[config.mk]
export PLATFORM = sky130hd
export DESIGN_NAME = ocd_decoder
export DESIGN_NICKNAME = d
export VERILOG_FILES = /design/src/logic/ocd_pkg.sv /design/src/logic/ocd_decoder.sv
export SDC_FILE = /design/constraint.sdc
export NUM_CORES = 1
export LEC_CHECK = 0
export BUFFER_PORTS_ARGS = -buffer_cell sky130_fd_sc_hd__buf_4
export CAP_MARGIN = 20
export CORE_MARGIN = 1
export CORE_UTILIZATION = 55
export DETAILED_ROUTE_END_ITERATION = 10
export PLACE_DENSITY = 0.78
export SLEW_MARGIN = 20
export SYNTH_ARGS = -nofsm -noshare
export SYNTH_HDL_FRONTEND = slang
export SYNTH_SLANG_ARGS = --single-unit
export TNS_END_PERCENT = 100
[constraint.sdc]
create_clock -name ref_clk -period 6.1 [get_ports ref_clk]
set_clock_uncertainty 0.1 [all_clocks]
set_input_delay 1.22 -clock ref_clk [delete_from_list [all_inputs] [get_ports ref_clk]]
set_output_delay 1.22 -clock ref_clk [all_outputs]
set_load 0.005 [all_outputs]
[src/logic/ocd_pkg.sv]
package ocd_pkg;
   localparam logic [7:0] CMD_COL_WIN = 8'h15;
   localparam logic [7:0] CMD_ROW_WIN = 8'h75;
   localparam logic [7:0] CMD_CONTRAST = 8'h81;
   localparam logic [7:0] CMD_RANGE_QTR = 8'h84;
   localparam logic [7:0] CMD_RANGE_HALF = 8'h85;
   localparam logic [7:0] CMD_RANGE_FULL = 8'h86;
   localparam logic [7:0] CMD_REMAP = 8'ha0;
   localparam logic [7:0] CMD_START_LINE = 8'ha1;
   localparam logic [5:0] COL_START_RST = 6'h00;
   localparam logic [5:0] COL_END_RST = 6'h3f;
   localparam logic [6:0] ROW_START_RST = 7'h00;
   localparam logic [6:0] ROW_END_RST = 7'h4f;
   localparam logic [6:0] ROW_MAX = 7'h4f;
   localparam logic [6:0] CONTRAST_RST = 7'h40;
   localparam logic [6:0] START_LINE_RST = 7'h00;
   localparam int REMAP_COL_BIT = 0;
   localparam int REMAP_NIB_BIT = 1;
   localparam int REMAP_INC_BIT = 2;
   localparam int REMAP_ROW_BIT = 4;
   localparam int REMAP_SPLIT_BIT = 6;
   localparam logic [2:0] BIT_CNT_LAST = 3'h7;

   typedef enum logic [1:0] {
      ocd_range_qtr_e,
      ocd_range_half_e,
      ocd_range_full_e
   } ocd_range_t;

   typedef struct packed {
      logic col_rev;
      logic nibble_swap;
      logic vert_inc;
      logic row_rev;
      logic split;
   } ocd_remap_t;

   typedef struct packed {
      logic [5:0] col;
      logic [6:0] row;
      logic [7:0] data;
   } ocd_ram_wr_t;
endpackage

[src/logic/ocd_decoder.sv]
`timescale 1ns/100ps
// Operation
// - 0x15 plus two parameter bytes sets the column window.
// - first column parameter low six bits is column start, reset 0.
// - second column parameter low six bits is column end, reset 63.
// - column window command loads column pointer with column start.
// - 0x75 plus two parameter bytes sets the row window.
// - first row parameter low seven bits is row start 0 to 127, reset 0.
// - second row parameter is row end, reset 79.
// - row window command loads row pointer with row start.
// - 0x81 plus one parameter loads seven-bit contrast, reset 0x40.
// - 0x84, 0x85, 0x86 select quarter, half, full current range.
// - 0xA0 plus one parameter sets the re-map options.
// - column re-map reverses columns onto column driver outputs 127 to 0.
// - nibble re-map swaps upper and lower halves of RAM data bytes.
// - increment bit clear steps column pointer, set steps row pointer.
// - row re-map reverses rows onto row drivers 79 to 0.
// - split bit enables odd/even row driver split, reset clear.
// - 0xA1 plus one parameter loads display start line, reset 0.
// - data/command select marks command bytes versus display RAM data.
// - bytes arrive MSB first, sampled on falling serial clock edge.
// - each display data byte advances the RAM pointer inside the window.
module ocd_decoder (
   input wire logic ref_clk,
   input wire logic rstn,
   input wire logic serial_clk,
   input wire logic serial_data_in,
   input wire logic data_cmd_sel,
   input wire logic chip_sel_n,
   output logic [5:0] col_start,
   output logic [5:0] col_end,
   output logic [6:0] row_start,
   output logic [6:0] row_end,
   output logic [5:0] col_ptr,
   output logic [6:0] row_ptr,
   output logic [6:0] contrast,
   output ocd_pkg::ocd_range_t current_range,
   output ocd_pkg::ocd_remap_t remap,
   output logic [6:0] start_line,
   output logic ram_wr_en,
   output ocd_pkg::ocd_ram_wr_t ram_wr
);
   import ocd_pkg::*;

   typedef enum logic [2:0] {
      ocd_idle_e,
      ocd_col_a_e,
      ocd_col_b_e,
      ocd_row_a_e,
      ocd_row_b_e,
      ocd_contrast_e,
      ocd_remap_e,
      ocd_line_e
   } ocd_state_t;

   logic [2:0] sclk_sync_ff;
   logic [1:0] sdi_sync_ff;
   logic [1:0] dc_sync_ff;
   logic [1:0] cs_sync_ff;
   logic [2:0] bit_cnt_ff;
   logic [6:0] shift_ff;
   logic byte_vld_ff;
   logic [7:0] byte_ff;
   logic byte_dc_ff;
   ocd_state_t state_ff;
   ocd_state_t nxt_state;
   logic [5:0] col_a_ff;
   logic [6:0] row_a_ff;
   logic [5:0] col_start_ff;
   logic [5:0] col_end_ff;
   logic [6:0] row_start_ff;
   logic [6:0] row_end_ff;
   logic [5:0] col_ptr_ff;
   logic [6:0] row_ptr_ff;
   logic [6:0] contrast_ff;
   ocd_range_t range_ff;
   ocd_remap_t remap_ff;
   logic [6:0] start_line_ff;
   logic ram_wr_en_ff;
   ocd_ram_wr_t ram_wr_ff;
   logic sclk_fall;
   logic cmd_byte;
   logic data_byte;
   logic col_done;
   logic row_done;

   // synchronisers; first stage read only by second
   always_ff @(posedge ref_clk or negedge rstn) begin
      if (!rstn) begin
         sclk_sync_ff <= 3'h7;
         sdi_sync_ff <= 2'h0;
         dc_sync_ff <= 2'h0;
         cs_sync_ff <= 2'h3;
      end else begin
         sclk_sync_ff <= {sclk_sync_ff[1:0], serial_clk};
         sdi_sync_ff <= {sdi_sync_ff[0], serial_data_in};
         dc_sync_ff <= {dc_sync_ff[0], data_cmd_sel};
         cs_sync_ff <= {cs_sync_ff[0], chip_sel_n};
      end
   end

   assign sclk_fall = sclk_sync_ff[2] & ~sclk_sync_ff[1];

   always_ff @(posedge ref_clk or negedge rstn) begin
      if (!rstn) begin
         bit_cnt_ff <= 3'h0;
         shift_ff <= 7'h00;
         byte_vld_ff <= 1'b0;
         byte_ff <= 8'h00;
         byte_dc_ff <= 1'b0;
      end else begin
         byte_vld_ff <= 1'b0;
         if (cs_sync_ff[1]) begin
            bit_cnt_ff <= 3'h0;
         end else if (sclk_fall) begin
            bit_cnt_ff <= bit_cnt_ff + 3'h1;
            shift_ff <= {shift_ff[5:0], sdi_sync_ff[1]};
            if (bit_cnt_ff == BIT_CNT_LAST) begin
               byte_vld_ff <= 1'b1;
               byte_ff <= {shift_ff, sdi_sync_ff[1]};
               byte_dc_ff <= dc_sync_ff[1];
            end
         end
      end
   end

   assign cmd_byte = byte_vld_ff & ~byte_dc_ff;
   assign data_byte = byte_vld_ff & byte_dc_ff;

   always_comb begin
      nxt_state = state_ff;
      if (cmd_byte) begin
         unique case (state_ff)
            ocd_idle_e: begin
               case (byte_ff)
                  CMD_COL_WIN: nxt_state = ocd_col_a_e;
                  CMD_ROW_WIN: nxt_state = ocd_row_a_e;
                  CMD_CONTRAST: nxt_state = ocd_contrast_e;
                  CMD_REMAP: nxt_state = ocd_remap_e;
                  CMD_START_LINE: nxt_state = ocd_line_e;
                  default: nxt_state = ocd_idle_e;
               endcase
            end
            ocd_col_a_e: nxt_state = ocd_col_b_e;
            ocd_row_a_e: nxt_state = ocd_row_b_e;
            ocd_col_b_e, ocd_row_b_e, ocd_contrast_e, ocd_remap_e, ocd_line_e: nxt_state = ocd_idle_e;
         endcase
      end
   end

   always_ff @(posedge ref_clk or negedge rstn) begin
      if (!rstn) begin
         state_ff <= ocd_idle_e;
      end else begin
         state_ff <= nxt_state;
      end
   end

   always_ff @(posedge ref_clk or negedge rstn) begin
      if (!rstn) begin
         col_a_ff <= COL_START_RST;
         row_a_ff <= ROW_START_RST;
         col_start_ff <= COL_START_RST;
         col_end_ff <= COL_END_RST;
         row_start_ff <= ROW_START_RST;
         row_end_ff <= ROW_END_RST;
         contrast_ff <= CONTRAST_RST;
         range_ff <= ocd_range_qtr_e;
         remap_ff <= '0;
         start_line_ff <= START_LINE_RST;
      end else if (cmd_byte) begin
         unique case (state_ff)
            ocd_idle_e: begin
               if (byte_ff == CMD_RANGE_QTR) range_ff <= ocd_range_qtr_e;
               if (byte_ff == CMD_RANGE_HALF) range_ff <= ocd_range_half_e;
               if (byte_ff == CMD_RANGE_FULL) range_ff <= ocd_range_full_e;
            end
            ocd_col_a_e: col_a_ff <= byte_ff[5:0];
            ocd_col_b_e: begin
               col_start_ff <= col_a_ff;
               col_end_ff <= byte_ff[5:0];
            end
            ocd_row_a_e: row_a_ff <= byte_ff[6:0];
            ocd_row_b_e: begin
               row_start_ff <= row_a_ff;
               row_end_ff <= byte_ff[6:0];
            end
            ocd_contrast_e: contrast_ff <= byte_ff[6:0];
            ocd_remap_e: begin
               remap_ff.col_rev <= byte_ff[REMAP_COL_BIT];
               remap_ff.nibble_swap <= byte_ff[REMAP_NIB_BIT];
               remap_ff.vert_inc <= byte_ff[REMAP_INC_BIT];
               remap_ff.row_rev <= byte_ff[REMAP_ROW_BIT];
               remap_ff.split <= byte_ff[REMAP_SPLIT_BIT];
            end
            ocd_line_e: start_line_ff <= byte_ff[6:0];
         endcase
      end
   end

   assign col_done = (col_ptr_ff == col_end_ff);
   assign row_done = (row_ptr_ff == row_end_ff);

   // address pointers
   always_ff @(posedge ref_clk or negedge rstn) begin
      if (!rstn) begin
         col_ptr_ff <= COL_START_RST;
         row_ptr_ff <= ROW_START_RST;
      end else if (cmd_byte && state_ff == ocd_col_b_e) begin
         col_ptr_ff <= col_a_ff;
      end else if (cmd_byte && state_ff == ocd_row_b_e) begin
         row_ptr_ff <= row_a_ff;
      end else if (data_byte) begin
         if (!remap_ff.vert_inc) begin
            col_ptr_ff <= col_done ? col_start_ff : col_ptr_ff + 6'h01;
            if (col_done) row_ptr_ff <= row_done ? row_start_ff : row_ptr_ff + 7'h01;
         end else begin
            row_ptr_ff <= row_done ? row_start_ff : row_ptr_ff + 7'h01;
            if (row_done) col_ptr_ff <= col_done ? col_start_ff : col_ptr_ff + 6'h01;
         end
      end
   end

   always_ff @(posedge ref_clk or negedge rstn) begin
      if (!rstn) begin
         ram_wr_en_ff <= 1'b0;
         ram_wr_ff <= '0;
      end else begin
         ram_wr_en_ff <= data_byte;
         if (data_byte) begin
            ram_wr_ff.col <= col_ptr_ff;
            ram_wr_ff.row <= row_ptr_ff;
            ram_wr_ff.data <= remap_ff.nibble_swap ? {byte_ff[3:0], byte_ff[7:4]} : byte_ff;
         end
      end
   end

   // reversal applied by the scan drivers from remap
   assign col_start = col_start_ff;
   assign col_end = col_end_ff;
   assign row_start = row_start_ff;
   assign row_end = row_end_ff;
   assign col_ptr = col_ptr_ff;
   assign row_ptr = row_ptr_ff;
   assign contrast = contrast_ff;
   assign current_range = range_ff;
   assign remap = remap_ff;
   assign start_line = start_line_ff;
   assign ram_wr_en = ram_wr_en_ff;
   assign ram_wr = ram_wr_ff;
endmodule

==> results.md, run 1 <==
- GRT busiest layer: met2
- Crit share post-route: 43.9%
- Fillcell total: 714
- Worst setup SP type: register
- Fin nets: 600
- Maxcap violations: 0
- CTS tree: yes
- Crit-path max FO: 10
- Clock net sink count: 127
- CP max-delay cell: dfrtp_1
- IR drop worst, VDD: 0.000259 V
- Die width: 103 um
- H-tree depth: 4
- WP data arrival: 1.36 ns
- Post-layout util: 70.2%
- Max incr delay on CP: 0.64 ns
- Syn-to-layout area delta: 22.5%
- WP data required: 4.78 ns
- Final HPWL DP: 8020 um
- Area of the multi-input gates: 2290 um2
- ANT cells: 0
- Number of port buffers: 87
- Layout cells sized above 1: 33.7%
- First-pass GRT wire length: 20000 um
- Post-Syn Area per Cell: 11.0 um2
- Remaining DRCs: 0
- Initial Util: 57.3%
- Core region area: 9860 um2
- Ys flop type: dfrtp_1
- Fmax: 374 MHz
- Unrepaired setup endpoints after global routing: no
- Syn. warnings: 0
- Number of top-level pins: 88
- Headroom to the max-slew limit: 37.1%
- Minimum clock period: 2.68 ns
- Post-Route WL: 12400 um
- CP top delay family: flip-flops
- Remaining global-route overflow: 0
- Later-pin clock latency in the skew report: 0.52 ns
- # rows: 36
- Final setup viols: 0
- Clock Path Buffers: 2
- Power density over the cells: 271 nW/um2
- Pleak: 3.49 nW
- Reg area: 3200 um2
- Syn_nets: 523
- Cell area after synthesis: 5650 um2
- Yosys cell types: 54
- WHS Path Cells: 0
- Synthesized flop and latch total: 127
- GRT Total Usage: 24.9%
- Largest net degree at the start of global routing: 77
- Ys async rst share: 100%
- Status: completed
- Worst path bufs/invs: 1
- Critical Path Stages: 1
- Setup Buffers After CTS: 0
- Post-synthesis cell count: 513
- Met3 Use GR: 6.05%
- Routed len/inst: 16.8 um
- CP endpoint kind: output pin
- Drt first-iter violations: 163
- DRT Pass-1 Iters: 4
- Seq/Total Area, Yosys: 56.6%
- Vias in the first global route: 3987
- Hold Crit Class: reg -> reg
- Critical path class: reg -> out
- Post-cts resize count: 0
- CTS buffer count: 17
- Hold Fails Final Rpt: 0
- EDFF count, synth: 0
- Worst-path cell chain: buf_4
- Antenna Violating Nets Remaining: 0
- Die H: 103 um
- Initial antenna violation count: 0
- Clk slew on worst S/H paths: 0.06 ns
- R2R cell count: 4
- GR met2 Demand/Resource: 39.8%
- Vias per Instance: 5.63
- Clock root cell: clkbuf_8
- Total number of vias: 4142
- TNS Setup: 0 ns
- Pins over their slew limit: 0
- Hold-fix buffers at CTS: 0
- Met1 Usage GRT: 32.9%
- Die area: 10700 um2
- GPL Wtd Cong: 0.920
- Slew @ Worst Pin: 0.943 ns
## where the power goes
part	internal (mW)	leakage, nW	switching [mW]	total [mW]
Clock	0.553	0.274	0.400	0.953
Sequential	0.867	1.69	0.0149	0.882
Combinational	0.0181	1.52	0.0225	0.0406
Total	1.44	3.49	0.437	1.88
## final timing paths
check | from | end | slack, ns
setup / recovery | remap[3] | remap[3] | 3.42
hold / removal | sdi_sync_ff[0] | sdi_sync_ff[1] | 0.25
setup reg to reg | byte_dc_ff | col_ptr[5] | 3.66
hold reg to reg | sdi_sync_ff[0] | sdi_sync_ff[1] | 0.25
max in group asynchronous | rstn | ram_wr[5] | 3.96
min in group asynchronous | rstn | ram_wr[16] | 0.74
## metrics by stage
step / power [mW] / std cells / hold slack [ns] / worst slack (ns) / area (um2)
final: 1.88 / 736 / 0.252 / 3.42 / 6920
after global routing: 1.93 / 736 / 0.257 / 3.37 / 6920
after global placement: 0.933 / 704 / 0.236 / 3.40 / 6350
after CTS: 1.89 / 736 / 0.252 / 3.37 / 6920
after floorplan: 0.911 / 513 / 0.231 / 4.10 / 5650
after detailed placement: 0.938 / 704 / 0.237 / 3.34 / 6350
## Yosys cell counts (all sizes together) (7+ instances only)
| master | number | share of area [%] |
|---|---|---|
| inv | 7 | 0.47 |
| nand2 | 122 | 8.2 |
| xnor2 | 8 | 1.2 |
| mux2i | 13 | 2.3 |
| nor3 | 15 | 1.6 |
| o211ai | 8 | 1.1 |
| a21oi | 12 | 1.1 |
| clkbuf | 19 | 1.3 |
| buf | 13 | 1.2 |
| o21ai | 22 | 1.9 |
| dfstp | 17 | 7.9 |
| dfrtp | 110 | 49 |
| nand3 | 11 | 0.97 |
| nor2 | 17 | 1.3 |
| mux2 | 49 | 9.8 |
| xor2 | 9 | 1.7 |
## cells by family after synthesis
group / after synthesis / share of synthesized area (%)
simple gates: 198 / 16.5
flops: 127 / 56.6
compound gates: 66 / 7.88
mux: 62 / 12.1
buf+inv: 39 / 3.03
xor+xnor: 17 / 2.97
fa+ha+maj: 4 / 0.886
## cell type report
| type | instances | share of cell area, % |
|---|---|---|
| clock buffer | 17 | 5.98 |
| clock inverter | 15 | 2.19 |
| inverter | 7 | 0.380 |
| multi-input combinational | 347 | 33.1 |
| sequential | 127 | 46.2 |
| tap | 133 | 2.40 |
| timing repair buffer | 90 | 9.76 |
## flip-flops by register name, indices dropped and copies added (netlist names), 7 cells and up
register	count
byte_ff	8
ram_wr	21
row_end	7
row_ptr	7
row_a_ff	7
start_line	7
row_start	7
shift_ff	7
contrast	7
## placed cells by master, fill, tap and decap left out, types with 11 or more instances in the layout
cell,count
nand2_1,120
dfrtp_1,110
buf_4,90
mux2_2,48
o21ai_0,20
dfstp_2,17
nor2_1,16
clkbuf_16,16
mux2i_1,13
nor3_1,12
a21oi_1,11
nand3_1,11
## metal layers
metal / vias up / part of all wire (%)
li1: 1927 / -
met1: 2059 / 44
met2: 139 / 49
met3: 17 / 5.4
met4: 0 / 1.5
met5: - / 0
Power figures use the tool's default switching activity.
==> run 2, diff against run 1 <==
- clock period: 6.1 -> 2.5 ns (I/O delays scaled with it)
==> results.md, run 2 (same netlist as run 1, synthesis figures left out) <==
- Power density over the cells: 688 nW/um2 (was 271 nW/um2)
- First-pass GRT wire length: 20700 um (was 20000 um)
- Final HPWL DP: 8530 um (was 8020 um)
- Minimum clock period: 2.28 ns
- Remaining global-route overflow: 0 (unchanged)
- Hold-fix buffers at CTS: 5 (was 0)
- Worst r2r dst: row_ptr[4] (was col_ptr[5])
- Syn-to-layout area delta: 26.2% (was 22.5%)
- Later-pin clock latency in the skew report: 0.50 ns (was 0.52 ns)
- Remaining DRCs: 2 (was 0)
- Crit share post-route: 91.1%
- Worst hold margin: 0.250 ns (was 0.252 ns)
- Headroom to the max-slew limit: 59.1% (was 37.1%)
- Die width: 103 um (unchanged)
- Number of port buffers: 87 (unchanged)
- CP endpoint kind: register (was output pin)
- Post-layout util: 72.3% (was 70.2%)
- Clock Path Buffers: 2 (unchanged)
- # rows: 36 (unchanged)
- Total number of vias: 4242 (was 4142)
- H-tree depth: 4 (unchanged)
- Hold Fails Final Rpt: 0 (unchanged)
- Number of top-level pins: 88 (unchanged)
- Unrepaired setup endpoints after global routing: no (unchanged)
- Fillcell total: 663 (was 714)
- Die H: 103 um (unchanged)
- Antenna Violating Nets Remaining: 0 (unchanged)
- Layout cells sized above 1: 34.3% (was 33.7%)
- Post-Route WL: 12900 um (was 12400 um)
- TNS Setup: 0 ns (unchanged)
- WP data required: 2.83 ns (was 4.78 ns)
- ANT cells: 0 (unchanged)
- Final setup viols: 0 (unchanged)
- R2r setup slk: 0.22 ns (was 3.66 ns)
- Post-cts resize count: 0 (unchanged)
- WP data arrival: 2.61 ns (was 1.36 ns)
- Initial Util: 57.3% (unchanged)
- Clk slew on worst S/H paths: 0.06 ns (about the same)
- Core region area: 9860 um2 (unchanged)
- Clock root cell: clkbuf_8 (unchanged)
- Drt first-iter violations: 211 (was 163)
- Vias per Instance: 5.65 (was 5.63)
- Vias in the first global route: 4136 (was 3987)
- Most common cell after layout, fill and taps aside: nand2_1 (unchanged)
- GRT Total Usage: 25.8% (was 24.9%)
- Largest net degree at the start of global routing: 64 (was 77)
- Crit-path max FO: 10 (unchanged)
- Setup Buffers After CTS: 0 (unchanged)
- Routed len/inst: 17.2 um (was 16.8 um)
- IR drop worst, VDD: 0.000734 V (was 0.000259 V)
- Worst Setup EP: row_ptr[4] (was remap[3])
- Clock net sink count: 127 (unchanged)
- Die area: 10700 um2 (unchanged)
- CTS buffer count: 17 (unchanged)
- Slew @ Worst Pin: 0.611 ns (was 0.943 ns)
- Maxcap violations: 0 (unchanged)
- Critical path startpoint: row_ptr[3] (was remap[3])
- Pleak: 3.60 nW (was 3.49 nW)
- Status: finished with violations (was completed)
- Pins over their slew limit: 0 (unchanged)
- Commonest cells after routing, fill and taps aside: 121 x nand2_1, 110 x dfrtp_1, 99 x buf_4 (was 120 x nand2_1, 110 x dfrtp_1, 90 x buf_4)
- R2R cell count: 5 (was 4)
- CTS tree: yes (unchanged)
- Fmax: 439 MHz
- DRT Pass-1 Iters: 8 (was 4)
- Max FFs per register: 21 (unchanged)
- Hold Crit Class: reg -> reg (unchanged)
- GPL Wtd Cong: 0.925 (was 0.920)
- Fin nets: 615 (was 600)
- Initial antenna violation count: 0 (unchanged)
- Failing checks: DRC
- R2r startpoint: row_ptr[3] (was byte_dc_ff)
- Worst setup SP type: register (unchanged)
- Critical path class: reg -> reg (was reg -> out)
[run 2: changes by cell type in the layout (fill, tap and decap cells not counted), sizes merged]
cell         change
bufinv           +4
buf             +10
clkinvlp         +1
inv              -6
clkbuf           +1
dlygate4sd3      +5
[run 2: how the worst min path moves through the flow]
stage,slack [ns],end,startpoint,depth (start not counted)
after floorplan,0.10,bit_cnt_ff[0],rstn,0
after global placement,0.24,sdi_sync_ff[1],sdi_sync_ff[0],0
after detailed placement,0.24,sdi_sync_ff[1],sdi_sync_ff[0],0
after CTS,0.25,sdi_sync_ff[1],sdi_sync_ff[0],0
after global routing,0.26,sclk_sync_ff[1],sclk_sync_ff[0],0
final,0.25,sdi_sync_ff[1],sdi_sync_ff[0],0
[run 2: final cells by class]
cell class	instances	area (um2)	area share (%)
inverters	7	26.3	0.368
repair buffers	105	813	11.4
multi-input cells	347	2280	32.0
well taps	133	166	2.33
clock buffers	18	428	6.00
flip-flops and latches	127	3200	44.9
clock inverters	14	214	3.00
[run 2: critical path, stage by stage (launching register included)]
cell and delay (ns):
dfrtp_1 0.54, xor2_4 0.24, nor4_2 0.54, nand2_2 0.20, a221oi_1 0.39, a22o_1 0.20
[run 2: through the flow]
stage	setup WS, ns	cell area (um2)	total power, mW	instances
floorplan	0.497	5650	2.22	513
global route	0.153	7130	5.07	751
CTS	0.281	7130	4.95	751
finish	0.223	7130	4.91	751
global placement	0.425	6440	2.28	714
detailed placement	0.315	6440	2.30	714
[run 2: routing by layer]
metal  global-route usage [%]  share of wire, %  vias up
li1                         -                 -     1953
met1                     32.4                42     2122
met2                     42.7                51      149
met3                     6.72               5.3       18
met4                     10.7               1.6        0
met5                        0                 0        -
[run 2: report_power, final]
group / internal (mW) / switching [mW] / leakage, nW
logic: 0.0533 / 0.0578 / 1.60
registers: 2.12 / 0.0362 / 1.69
clock network: 1.75 / 0.900 / 0.307
